`config.mk`:
```
export PLATFORM = sky130hd
export DESIGN_NAME = fcs_supervisor
export DESIGN_NICKNAME = d
export VERILOG_FILES = /design/src/core/fcs_pkg.sv /design/src/core/fcs_supervisor.sv
export SDC_FILE = /design/constraint.sdc
export NUM_CORES = 1
export LEC_CHECK = 0
export ABC_CLOCK_PERIOD_IN_PS = 8150
export CAP_MARGIN = 10
export CORE_MARGIN = 2
export CORE_UTILIZATION = 35
export DETAILED_ROUTE_END_ITERATION = 7
export DONT_BUFFER_PORTS = 1
export HOLD_SLACK_MARGIN = 0.08
export PLACE_DENSITY_LB_ADDON = 0.2
export SYNTH_ARGS = -nofsm -noshare
export SYNTH_HDL_FRONTEND = slang
export SYNTH_SLANG_ARGS = --single-unit
export TNS_END_PERCENT = 100
```
`constraint.sdc`:
```
create_clock -name clk_sys -period 8.15 [get_ports clk_sys]
set_input_delay 0.815 -clock clk_sys [delete_from_list [all_inputs] [get_ports clk_sys]]
set_output_delay 0.815 -clock clk_sys [all_outputs]
set_load 0.02 [all_outputs]
```
`src/core/fcs_pkg.sv`:
```
package fcs_pkg;
  // timing
  localparam int CLK_NS = 50;
  localparam int TENTH_NS = 100_000_000;
  localparam int TENTH_CYC = TENTH_NS / CLK_NS;
  // register byte offsets
  localparam logic [7:0] A_NODE = 8'h00;
  localparam logic [7:0] A_CAN = 8'h04;
  localparam logic [7:0] A_SER = 8'h08;
  localparam logic [7:0] A_FMT = 8'h0c;
  localparam logic [7:0] A_TMO = 8'h10;
  localparam logic [7:0] A_REACT = 8'h14;
  localparam logic [7:0] A_RAMP = 8'h18;
  localparam logic [7:0] A_W4SEL = 8'h1c;
  localparam logic [7:0] A_STAT = 8'h20;
  localparam logic [7:0] A_MASK = 8'h24;
  localparam logic [7:0] A_ACCEL = 8'h28;
  localparam logic [7:0] A_DECEL = 8'h2c;
  localparam logic [7:0] A_LIVE = 8'h30;
  localparam logic [7:0] A_TRIPCLR = 8'h34;
  // limits and defaults
  localparam logic [5:0] NODE_MAX = 6'h3f;
  localparam logic [5:0] NODE_DEF = 6'h01;
  localparam logic [9:0] CAN_MIN = 10'h07d;
  localparam logic [9:0] CAN_MAX = 10'h3e8;
  localparam logic [9:0] CAN_DEF = 10'h1f4;
  localparam logic [10:0] SER_MIN = 11'h060;
  localparam logic [10:0] SER_MAX = 11'h480;
  localparam logic [10:0] SER_DEF = 11'h480;
  localparam logic [1:0] FMT_N2 = 2'h0;
  localparam logic [1:0] FMT_O1 = 2'h1;
  localparam logic [1:0] FMT_E1 = 2'h2;
  localparam logic [5:0] TMO_MAX = 6'h32;
  localparam logic [5:0] TMO_DEF = 6'h14;
  localparam logic [1:0] RX_TRIP = 2'h0;
  localparam logic [1:0] RX_RAMP_TRIP = 2'h1;
  localparam logic [1:0] RX_RAMP = 2'h2;
  localparam logic [1:0] RX_PRESET = 2'h3;
  localparam logic [2:0] W4_TORQUE = 3'h0;
  localparam logic [2:0] W4_POWER = 3'h1;
  localparam logic [2:0] W4_DIN = 3'h2;
  localparam logic [2:0] W4_AIN2 = 3'h3;
  localparam logic [2:0] W4_HEAT = 3'h4;
  localparam logic [15:0] RAMP_DEF = 16'h0032;
  // status bits
  localparam int SB_LOSS = 0;
  localparam int SB_TRIP = 1;
  localparam int SB_BACK = 2;
  localparam int NSTAT = 3;
  localparam int NDIN = 8;
  localparam logic [1:0] RESP_OK = 2'h0;
  localparam logic [1:0] RESP_SLV = 2'h2;
  typedef enum logic [3:0] {
    ST_OK = 4'b0001,
    ST_RAMP = 4'b0010,
    ST_TRIP = 4'b0100,
    ST_PRESET = 4'b1000
  } fcs_state_e;
endpackage

```
`src/core/fcs_supervisor.sv`:
```
// The register offsets and the AXI4-Lite slave port were chosen for this implementation.
`timescale 1ns/1ps
// Function
// - node address register holds 0..63, resets to 1
// - CAN bit rate selectable 125..1000 kbps, default 500
// - serial bit rate 9.6..115.2 kbps, default 115.2, master matches
// - frame format: none/2 stop, odd/1 stop, even/1 stop
// - loss timeout 0.0..5.0 s, default 2.0, zero disables supervision
// - no valid telegram within timeout declares loss, applies reaction
// - code 0 trips and coasts; code 1 ramps to standstill then trips
// - code 2 ramps to standstill without trip; code 0 is default
// - code 3 keeps running at preset speed eight
// - ramp select 1 takes accel and decel from the fieldbus
// - ramp select 0, default, uses internal accel and decel times
// - output word 4 sent each cyclic exchange, selector 0..4, default 0
// - selector 0 gives torque, 0..2000 for 0..200.0 percent
// - selector 1 gives power in kW with two implied decimals
// - selector 2 gives digital input bit map, bit 0 is input 1
// - selector 3 gives analog input 2, 0..1000 for 0..100.0 percent
// - selector 4 gives heatsink temperature as scaled integer
module fcs_supervisor #(
  parameter int TENTH_CYC = fcs_pkg::TENTH_CYC
) (
  // clock and reset
  input wire logic clk_sys,
  input wire logic rst_b,
  // axi4-lite slave
  input wire logic [7:0] s_axi_awaddr,
  input wire logic s_axi_awvalid,
  output logic s_axi_awready,
  input wire logic [31:0] s_axi_wdata,
  input wire logic [3:0] s_axi_wstrb,
  input wire logic s_axi_wvalid,
  output logic s_axi_wready,
  output logic [1:0] s_axi_bresp,
  output logic s_axi_bvalid,
  input wire logic s_axi_bready,
  input wire logic [7:0] s_axi_araddr,
  input wire logic s_axi_arvalid,
  output logic s_axi_arready,
  output logic [31:0] s_axi_rdata,
  output logic [1:0] s_axi_rresp,
  output logic s_axi_rvalid,
  input wire logic s_axi_rready,
  // fieldbus receiver side
  input wire logic telegram_ok,
  input wire logic exchange_stb,
  input wire logic [15:0] bus_accel,
  input wire logic [15:0] bus_decel,
  // drive measurements
  input wire logic motor_standstill,
  input wire logic [15:0] torque_val,
  input wire logic [15:0] power_val,
  input wire logic [fcs_pkg::NDIN-1:0] din_pin,
  input wire logic [15:0] ain2_val,
  input wire logic [15:0] heatsink_val,
  // settings to the link layers
  output logic [5:0] node_address_setting,
  output logic [9:0] can_bit_rate_setting,
  output logic [10:0] serial_bit_rate_setting,
  output logic [1:0] serial_frame_format,
  // drive control
  output logic trip_q,
  output logic coast_q,
  output logic ramp_stop_q,
  output logic preset8_run_q,
  output logic [15:0] accel_time_q,
  output logic [15:0] decel_time_q,
  // process data out
  output logic [15:0] pd_word4_q,
  output logic pd_word4_valid_q,
  // interrupt
  output logic irq_q
);
  import fcs_pkg::*;

  logic [1:0] rst_sync_q;
  logic rst_n;
  logic [NDIN-1:0] din_m_q, din_s_q;
  logic [5:0] node_q, tmo_q;
  logic [9:0] can_q;
  logic [10:0] ser_q;
  logic [1:0] fmt_q, react_q;
  logic ramp_sel_q;
  logic [2:0] w4sel_q;
  logic [15:0] accel_q, decel_q;
  logic [NSTAT-1:0] stat_q, mask_q, ev;
  logic [31:0] sub_q;
  logic [5:0] tenth_q;
  logic loss_fire, tmo_wr;
  fcs_state_e st_q, st_d;
  logic aw_got_q, w_got_q;
  logic [7:0] awaddr_q;
  logic [31:0] wdata_q, wmask_q, wv;
  logic wr_do, rd_do, wr_hit, rd_hit, rd_stat;
  logic [31:0] rd_d;
  logic [15:0] w4_d;

  // reset release through two flops
  always_ff @(posedge clk_sys or negedge rst_b) begin
    if (!rst_b) begin
      rst_sync_q <= 2'h0;
    end else begin
      rst_sync_q <= {rst_sync_q[0], 1'b1};
    end
  end
  assign rst_n = rst_sync_q[1];

  // input pins are asynchronous
  always_ff @(posedge clk_sys or negedge rst_n) begin
    if (!rst_n) begin
      din_m_q <= '0;
      din_s_q <= '0;
    end else begin
      din_m_q <= din_pin;
      din_s_q <= din_m_q;
    end
  end

  // axi write channel: address and data taken in either order
  assign wr_do = aw_got_q && w_got_q && !s_axi_bvalid;
  assign wv = wdata_q & wmask_q;
  always_ff @(posedge clk_sys or negedge rst_n) begin
    if (!rst_n) begin
      aw_got_q <= 1'b0;
      w_got_q <= 1'b0;
      awaddr_q <= 8'h00;
      wdata_q <= 32'h0;
      wmask_q <= 32'h0;
      s_axi_awready <= 1'b1;
      s_axi_wready <= 1'b1;
      s_axi_bvalid <= 1'b0;
      s_axi_bresp <= RESP_OK;
    end else begin
      if (s_axi_awvalid && s_axi_awready) begin
        aw_got_q <= 1'b1;
        awaddr_q <= s_axi_awaddr;
        s_axi_awready <= 1'b0;
      end
      if (s_axi_wvalid && s_axi_wready) begin
        w_got_q <= 1'b1;
        wdata_q <= s_axi_wdata;
        for (int i = 0; i < 4; i++) begin
          wmask_q[i*8 +: 8] <= {8{s_axi_wstrb[i]}};
        end
        s_axi_wready <= 1'b0;
      end
      if (wr_do) begin
        aw_got_q <= 1'b0;
        w_got_q <= 1'b0;
        s_axi_bvalid <= 1'b1;
        s_axi_bresp <= wr_hit ? RESP_OK : RESP_SLV;
      end
      if (s_axi_bvalid && s_axi_bready) begin
        s_axi_bvalid <= 1'b0;
        s_axi_awready <= 1'b1;
        s_axi_wready <= 1'b1;
      end
    end
  end

  always_comb begin
    case (awaddr_q)
      A_NODE, A_CAN, A_SER, A_FMT, A_TMO, A_REACT, A_RAMP, A_W4SEL,
      A_STAT, A_MASK, A_ACCEL, A_DECEL, A_LIVE, A_TRIPCLR: wr_hit = 1'b1;
      default: wr_hit = 1'b0;
    endcase
  end

  // settings; out-of-range writes are dropped so the field stays legal, except mask, accel and decel, which take the low bits
  always_ff @(posedge clk_sys or negedge rst_n) begin
    if (!rst_n) begin
      node_q <= NODE_DEF;
      can_q <= CAN_DEF;
      ser_q <= SER_DEF;
      fmt_q <= FMT_N2;
      tmo_q <= TMO_DEF;
      react_q <= RX_TRIP;
      ramp_sel_q <= 1'b0;
      w4sel_q <= W4_TORQUE;
      mask_q <= '0;
      accel_q <= RAMP_DEF;
      decel_q <= RAMP_DEF;
    end else if (wr_do) begin
      case (awaddr_q)
        A_NODE: begin
          if (wv[31:6] == '0) node_q <= wv[5:0];
        end
        A_CAN: begin
          if (wv[31:10] == '0 && wv[9:0] >= CAN_MIN && wv[9:0] <= CAN_MAX)
            can_q <= wv[9:0];
        end
        A_SER: begin
          if (wv[31:11] == '0 && wv[10:0] >= SER_MIN && wv[10:0] <= SER_MAX)
            ser_q <= wv[10:0];
        end
        A_FMT: begin
          if (wv[31:2] == '0 && wv[1:0] <= FMT_E1) fmt_q <= wv[1:0];
        end
        A_TMO: begin
          if (wv[31:6] == '0 && wv[5:0] <= TMO_MAX) tmo_q <= wv[5:0];
        end
        A_REACT: begin
          if (wv[31:2] == '0) react_q <= wv[1:0];
        end
        A_RAMP: begin
          if (wv[31:1] == '0) ramp_sel_q <= wv[0];
        end
        A_W4SEL: begin
          if (wv[31:3] == '0 && wv[2:0] <= W4_HEAT) w4sel_q <= wv[2:0];
        end
        A_MASK: mask_q <= wv[NSTAT-1:0];
        A_ACCEL: accel_q <= (accel_q & ~wmask_q[15:0]) | wv[15:0];
        A_DECEL: decel_q <= (decel_q & ~wmask_q[15:0]) | wv[15:0];
        default: ;
      endcase
    end
  end

  // loss timer counts whole tenths of a second since the last telegram
  // a new timeout restarts the count, so a shorter one is never overrun
  assign tmo_wr = wr_do && awaddr_q == A_TMO;
  assign loss_fire = (tmo_q != '0) && (tenth_q == tmo_q) && !telegram_ok
                     && (st_q == ST_OK);
  always_ff @(posedge clk_sys or negedge rst_n) begin
    if (!rst_n) begin
      sub_q <= 32'h0;
      tenth_q <= 6'h0;
    end else if (telegram_ok || tmo_q == '0 || st_q != ST_OK || tmo_wr) begin
      sub_q <= 32'h0;
      tenth_q <= 6'h0;
    end else if (tenth_q != tmo_q) begin
      if (sub_q == 32'(TENTH_CYC - 1)) begin
        sub_q <= 32'h0;
        tenth_q <= tenth_q + 6'h1;
      end else begin
        sub_q <= sub_q + 32'h1;
      end
    end
  end

  // loss reaction; ramp-only and preset recover on the next telegram
  always_comb begin
    st_d = st_q;
    case (st_q)
      ST_OK: begin
        if (loss_fire) begin
          case (react_q)
            RX_TRIP: st_d = ST_TRIP;
            RX_RAMP_TRIP, RX_RAMP: st_d = ST_RAMP;
            default: st_d = ST_PRESET;
          endcase
        end
      end
      ST_RAMP: begin
        if (telegram_ok && react_q == RX_RAMP) st_d = ST_OK;
        else if (motor_standstill && react_q == RX_RAMP_TRIP)
          st_d = ST_TRIP;
      end
      ST_PRESET: begin
        if (telegram_ok) st_d = ST_OK;
      end
      ST_TRIP: begin
        if (wr_do && awaddr_q == A_TRIPCLR) st_d = ST_OK;
      end
      default: st_d = ST_OK;
    endcase
  end

  always_ff @(posedge clk_sys or negedge rst_n) begin
    if (!rst_n) begin
      st_q <= ST_OK;
      trip_q <= 1'b0;
      coast_q <= 1'b0;
      ramp_stop_q <= 1'b0;
      preset8_run_q <= 1'b0;
    end else begin
      st_q <= st_d;
      trip_q <= st_d == ST_TRIP;
      // coast only on an immediate trip; ramp-then-trip is already stopped
      coast_q <= (st_d == ST_TRIP) && (react_q == RX_TRIP);
      ramp_stop_q <= st_d == ST_RAMP;
      preset8_run_q <= st_d == ST_PRESET;
    end
  end

  // ramp source
  always_ff @(posedge clk_sys or negedge rst_n) begin
    if (!rst_n) begin
      accel_time_q <= RAMP_DEF;
      decel_time_q <= RAMP_DEF;
    end else if (ramp_sel_q) begin
      accel_time_q <= bus_accel;
      decel_time_q <= bus_decel;
    end else begin
      accel_time_q <= accel_q;
      decel_time_q <= decel_q;
    end
  end

  // output word 4 source
  always_comb begin
    case (w4sel_q)
      W4_TORQUE: w4_d = torque_val;
      W4_POWER: w4_d = power_val;
      W4_DIN: w4_d = {{(16-NDIN){1'b0}}, din_s_q};
      W4_AIN2: w4_d = ain2_val;
      W4_HEAT: w4_d = heatsink_val;
      default: w4_d = 16'h0;
    endcase
  end

  always_ff @(posedge clk_sys or negedge rst_n) begin
    if (!rst_n) begin
      pd_word4_q <= 16'h0;
      pd_word4_valid_q <= 1'b0;
    end else begin
      pd_word4_valid_q <= exchange_stb;
      if (exchange_stb) pd_word4_q <= w4_d;
    end
  end

  // events; a set in the cycle of the clearing read wins
  assign ev[SB_LOSS] = loss_fire;
  assign ev[SB_TRIP] = (st_d == ST_TRIP) && (st_q != ST_TRIP);
  assign ev[SB_BACK] = telegram_ok && (st_q == ST_RAMP || st_q == ST_PRESET);
  assign rd_stat = rd_do && s_axi_araddr == A_STAT;
  always_ff @(posedge clk_sys or negedge rst_n) begin
    if (!rst_n) begin
      stat_q <= '0;
      irq_q <= 1'b0;
    end else begin
      stat_q <= (rd_stat ? '0 : stat_q) | ev;
      irq_q <= |(stat_q & mask_q);
    end
  end

  // axi read channel
  assign rd_do = s_axi_arvalid && s_axi_arready;
  always_comb begin
    rd_hit = 1'b1;
    case (s_axi_araddr)
      A_NODE: rd_d = {26'h0, node_q};
      A_CAN: rd_d = {22'h0, can_q};
      A_SER: rd_d = {21'h0, ser_q};
      A_FMT: rd_d = {30'h0, fmt_q};
      A_TMO: rd_d = {26'h0, tmo_q};
      A_REACT: rd_d = {30'h0, react_q};
      A_RAMP: rd_d = {31'h0, ramp_sel_q};
      A_W4SEL: rd_d = {29'h0, w4sel_q};
      A_STAT: rd_d = {{(32-NSTAT){1'b0}}, stat_q};
      A_MASK: rd_d = {{(32-NSTAT){1'b0}}, mask_q};
      A_ACCEL: rd_d = {16'h0, accel_q};
      A_DECEL: rd_d = {16'h0, decel_q};
      A_LIVE: rd_d = {28'h0, st_q};
      A_TRIPCLR: rd_d = 32'h0;
      default: begin
        rd_d = 32'h0;
        rd_hit = 1'b0;
      end
    endcase
  end

  always_ff @(posedge clk_sys or negedge rst_n) begin
    if (!rst_n) begin
      s_axi_arready <= 1'b1;
      s_axi_rvalid <= 1'b0;
      s_axi_rdata <= 32'h0;
      s_axi_rresp <= RESP_OK;
    end else if (rd_do) begin
      s_axi_arready <= 1'b0;
      s_axi_rvalid <= 1'b1;
      s_axi_rdata <= rd_d;
      s_axi_rresp <= rd_hit ? RESP_OK : RESP_SLV;
    end else if (s_axi_rvalid && s_axi_rready) begin
      s_axi_rvalid <= 1'b0;
      s_axi_arready <= 1'b1;
    end
  end

  assign node_address_setting = node_q;
  assign can_bit_rate_setting = can_q;
  assign serial_bit_rate_setting = ser_q;
  assign serial_frame_format = fmt_q;

  logic [31:0] gap_q;
  always_ff @(posedge clk_sys or negedge rst_n) begin
    if (!rst_n) gap_q <= 32'h0;
    else if (telegram_ok || tmo_q == '0 || st_q != ST_OK || tmo_wr)
      gap_q <= 32'h0;
    else gap_q <= gap_q + 32'h1;
  end
endmodule

```
==> impl_results.rst <==
.. list-table::
   :header-rows: 1

   * - Metric
     - Value
   * - Hold crit path type
     - primary input to register
   * - Least-Margin Pin Slew
     - ~1.2 ns
   * - TritonCTS Buffers
     - 31
   * - Critical path class
     - register to register
   * - Combinational cell fraction of total power
     - about 12%
   * - Sinks on Clock Net
     - between 200 and 300
   * - Setup Slack @ Placement
     - ~4.8 ns
   * - Yosys warning total
     - 0
   * - Signal arrival time at the worst endpoint
     - about 3.8 ns
   * - Clk_lat worst skew
     - 0.58 ns
   * - I/O Buffers
     - 0
   * - Nets
     - roughly 1,200
   * - Startpoint of the lowest-slack hold path
     - din_pin[3]
   * - Final design area excluding fillers
     - ~0.014 mm²
   * - Final max-slew violation count
     - 0
   * - Initial standard-cell utilization of the core
     - 35.61%
   * - Flops & latches, synth
     - ~260
   * - Clock network fraction of total power
     - 41.2%
   * - Die area
     - about 0.037 mm²
   * - Overflow left after global routing
     - 0
   * - Worst slew slack as a fraction of its limit
     - between 20% and 30%
   * - Global placement routability congestion
     - about 0.8
   * - X dimension of the die
     - around 190 µm
   * - Mean area per synthesized cell
     - 11.70 µm²
   * - Power per Cell Area
     - roughly 270 mW/mm²
   * - Pin count of the biggest net entering global routing
     - 77
   * - End of the worst register-to-register path
     - sub_q[10]
   * - Floorplan die height
     - between 150 and 200 µm
   * - Sequential-to-total area share from yosys stat
     - about 53%
   * - Final HPWL DP
     - ~25 mm
   * - Core Region
     - 0.03463 mm²
   * - Leakage dissipation
     - roughly 6.0 nW
   * - Final critical-path share of the clock period
     - 40.70%
   * - Number of cells produced by synthesis
     - about 1,100
   * - Depth of the worst register-to-register path
     - 5
   * - Setup slack on the worst flop-to-flop path
     - 4.83 ns
   * - Critical Path Fanout Max
     - 24
   * - First drt pass iteration count
     - 6
   * - DR WL/cell
     - roughly 23 µm
   * - Total number of vias
     - roughly 8,300
   * - Detail Route Antenna Nets
     - 0
   * - Resized Gates After CTS
     - 0
   * - Global-route wire length before repair
     - roughly 53 mm
   * - Commonest cells after routing, fill and taps aside
     - dfrtp_1, mux2_2, nand2_1
   * - Net switching fraction of the power
     - between 20% and 30%
   * - Total cell area at the placement stage
     - roughly 0.013 mm²
   * - Leading area contributor after synthesis
     - dfrtp_1
   * - Main synth FF type
     - dfrtp_1
   * - R2R Path Start
     - st_q[0]
   * - Worst Hold Endpoint
     - din_m_q[3]
   * - Power spent charging and discharging nets
     - roughly 1.1 mW
   * - Total detailed-routing wirelength
     - 34.59 mm
   * - Post-Syn Area
     - 0.01233 mm²
   * - Element type at the critical path end
     - register
   * - Max Clk Rate
     - between 300 and 400 MHz
   * - Initial antenna violation count
     - 4
   * - Area share of the largest cell type after synthesis
     - a little under half
   * - Clk pin slew, worst setup/hold paths
     - roughly 0.060 ns
   * - Portion of total power attributed to sequential cells
     - 46.5%
   * - Internal power component
     - around 2.7 mW
   * - CTS tree
     - yes
   * - Critical path launch point type
     - register
   * - Total design power
     - 3.740 mW
   * - RSZ-0062 raised after global routing
     - no
   * - Hold Path Cell Cnt
     - 0
   * - Core Util, Final
     - about 40%
   * - Residual DRC count
     - 0
   * - DR vias/cell
     - about 5.4
   * - 1st-iter DRT viols
     - between 500 and 600
   * - Count of flip-flops with a built-in enable after synthesis
     - 0
   * - Distinct cells, synth
     - 72
   * - Post-route worst setup slack
     - 4.833 ns
   * - Worst hold slack
     - 0.2651 ns
   * - Overall track demand over capacity in global routing
     - 18.73%
   * - Leading cell type in the layout, fill and taps excluded
     - dfrtp_1
   * - Dpl cells
     - between 1,000 and 1,500
   * - Boundary Pins
     - 290
   * - Maximum number of buffers from clock root to sink
     - 3
   * - Number of global-route vias before repair
     - 8,429
   * - Maximum ir drop on the vdd rail
     - around 0.16 mV
   * - Post-CTS setup buffer count
     - 0
   * - Setup-failing EPs final
     - 0
   * - Area overhead of the layout relative to synthesis
     - 12.91%
   * - Endpoint required time on the critical path
     - ~8.6 ns
   * - CTS HTree Levels
     - 1
   * - Cell types occupying the most area after synthesis
     - dfrtp_1, mux2_2, dfstp_2, mux2_1, mux2_4
   * - Number of endpoints with negative hold slack in the final report
     - 0
   * - Max Clock Skew
     - approximately 0.019 ns
   * - Fraction of registers with async set or reset after synthesis
     - 100.0%
   * - Clock period minus final worst setup slack
     - roughly 3.3 ns
   * - Final sum of negative setup slack
     - 0 ns
   * - Fraction of final layout cells with drive strength greater than 1
     - about 22%
   * - FP Rows
     - slightly below 70
   * - Outcome
     - finished clean
   * - Number of standard cells in the layout, taps in and fillers out
     - roughly 1,500
   * - Cell chosen for the clock root
     - clkbuf_16
   * - Max-cap viol count
     - 0
-- worst max-delay path by stage --
| stage | startpoint | slack, ns | cells past startpoint | end |
|---|---|---|---|---|
| 6_report | st_q[0] | 4.83 | 5 | sub_q[10] |
| 5_1_grt | st_q[0] | 4.49 | 5 | sub_q[10] |
| 4_1_cts | st_q[0] | 4.77 | 5 | sub_q[10] |
| 3_5_place_dp | st_q[0] | 4.80 | 5 | sub_q[10] |
| 3_3_place_gp | st_q[0] | 4.87 | 5 | sub_q[25] |
| 2_1_floorplan | rst_sync_q[1] | 0.35 | 0 | async pin |
-- power groups by stage --
stage	combinational (mW)	sequential [mW]	clock (mW)
floorplan	0.378	1.67	0
global placement	0.458	1.75	0
global route	0.515	1.77	1.64
detailed placement	0.466	1.76	0
finish	0.461	1.74	1.54
CTS	0.467	1.74	1.58
-- cell families after synthesis --
logic type / Yosys count / synth area share, %
other: 2 / 0.06091
adder cells (fa/ha/maj): 6 / 0.6088
multiplexers: 176 / 16.56
AO/OA/AOI/OAI: 200 / 11.47
flip-flops: 262 / 53.44
XOR/XNOR: 38 / 2.699
buffers and inverters: 100 / 3.602
AND/OR/NAND/NOR: 270 / 11.56
-- per-layer routing --
layer / part of all wire, % / up-vias / global-route usage [%]
li1: - / 3819 / -
met1: 44 / 4167 / 25.40
met2: 45 / 295 / 28.99
met3: 8.7 / 53 / 5.865
met4: 2.4 / 2 / 4.882
met5: 0.035 / - / 0
-- cell type report --
class                           instances  area, µm²
Sequential cell                       262       6594
Antenna cell                            2      5.005
Multi-Input combinational cell        709       5371
Clock inverter                         15      260.3
Fill cell                            3324      20710
Timing Repair Buffer                   15      115.1
Tap cell                              455      569.3
Clock buffer                           43      890.9
Inverter                               31      116.4
-- worst max-delay path, cell delays in order, from the launching register on --
cell and delay, ns:
dfstp_2 0.58, or4b_1 0.51, a211oi_1 0.38, o31a_1 0.75, nand2b_1 0.72, nor2_1 0.28
-- synth_stat cells, types with 18 or more instances --
| library cell | instances |
|---|---|
| a22oi_1 | 35 |
| buf_4 | 18 |
| dfstp_2 | 27 |
| clkbuf_1 | 45 |
| nand3_1 | 27 |
| a21oi_1 | 21 |
| o21ai_0 | 25 |
| o22ai_1 | 18 |
| mux2_4 | 18 |
| dfrtp_1 | 235 |
| mux2_2 | 102 |
| xnor2_1 | 24 |
| nand2_1 | 65 |
| mux2_1 | 40 |
| nor2_1 | 60 |
| inv_1 | 30 |
-- repair_timing --
item                                    4_1_cts  5_1_grt
endpoints found under the setup margin        0        0
hold endpoints to repair                      2        0
hold buffers                                  1        0
Power figures use the tool's default switching activity.
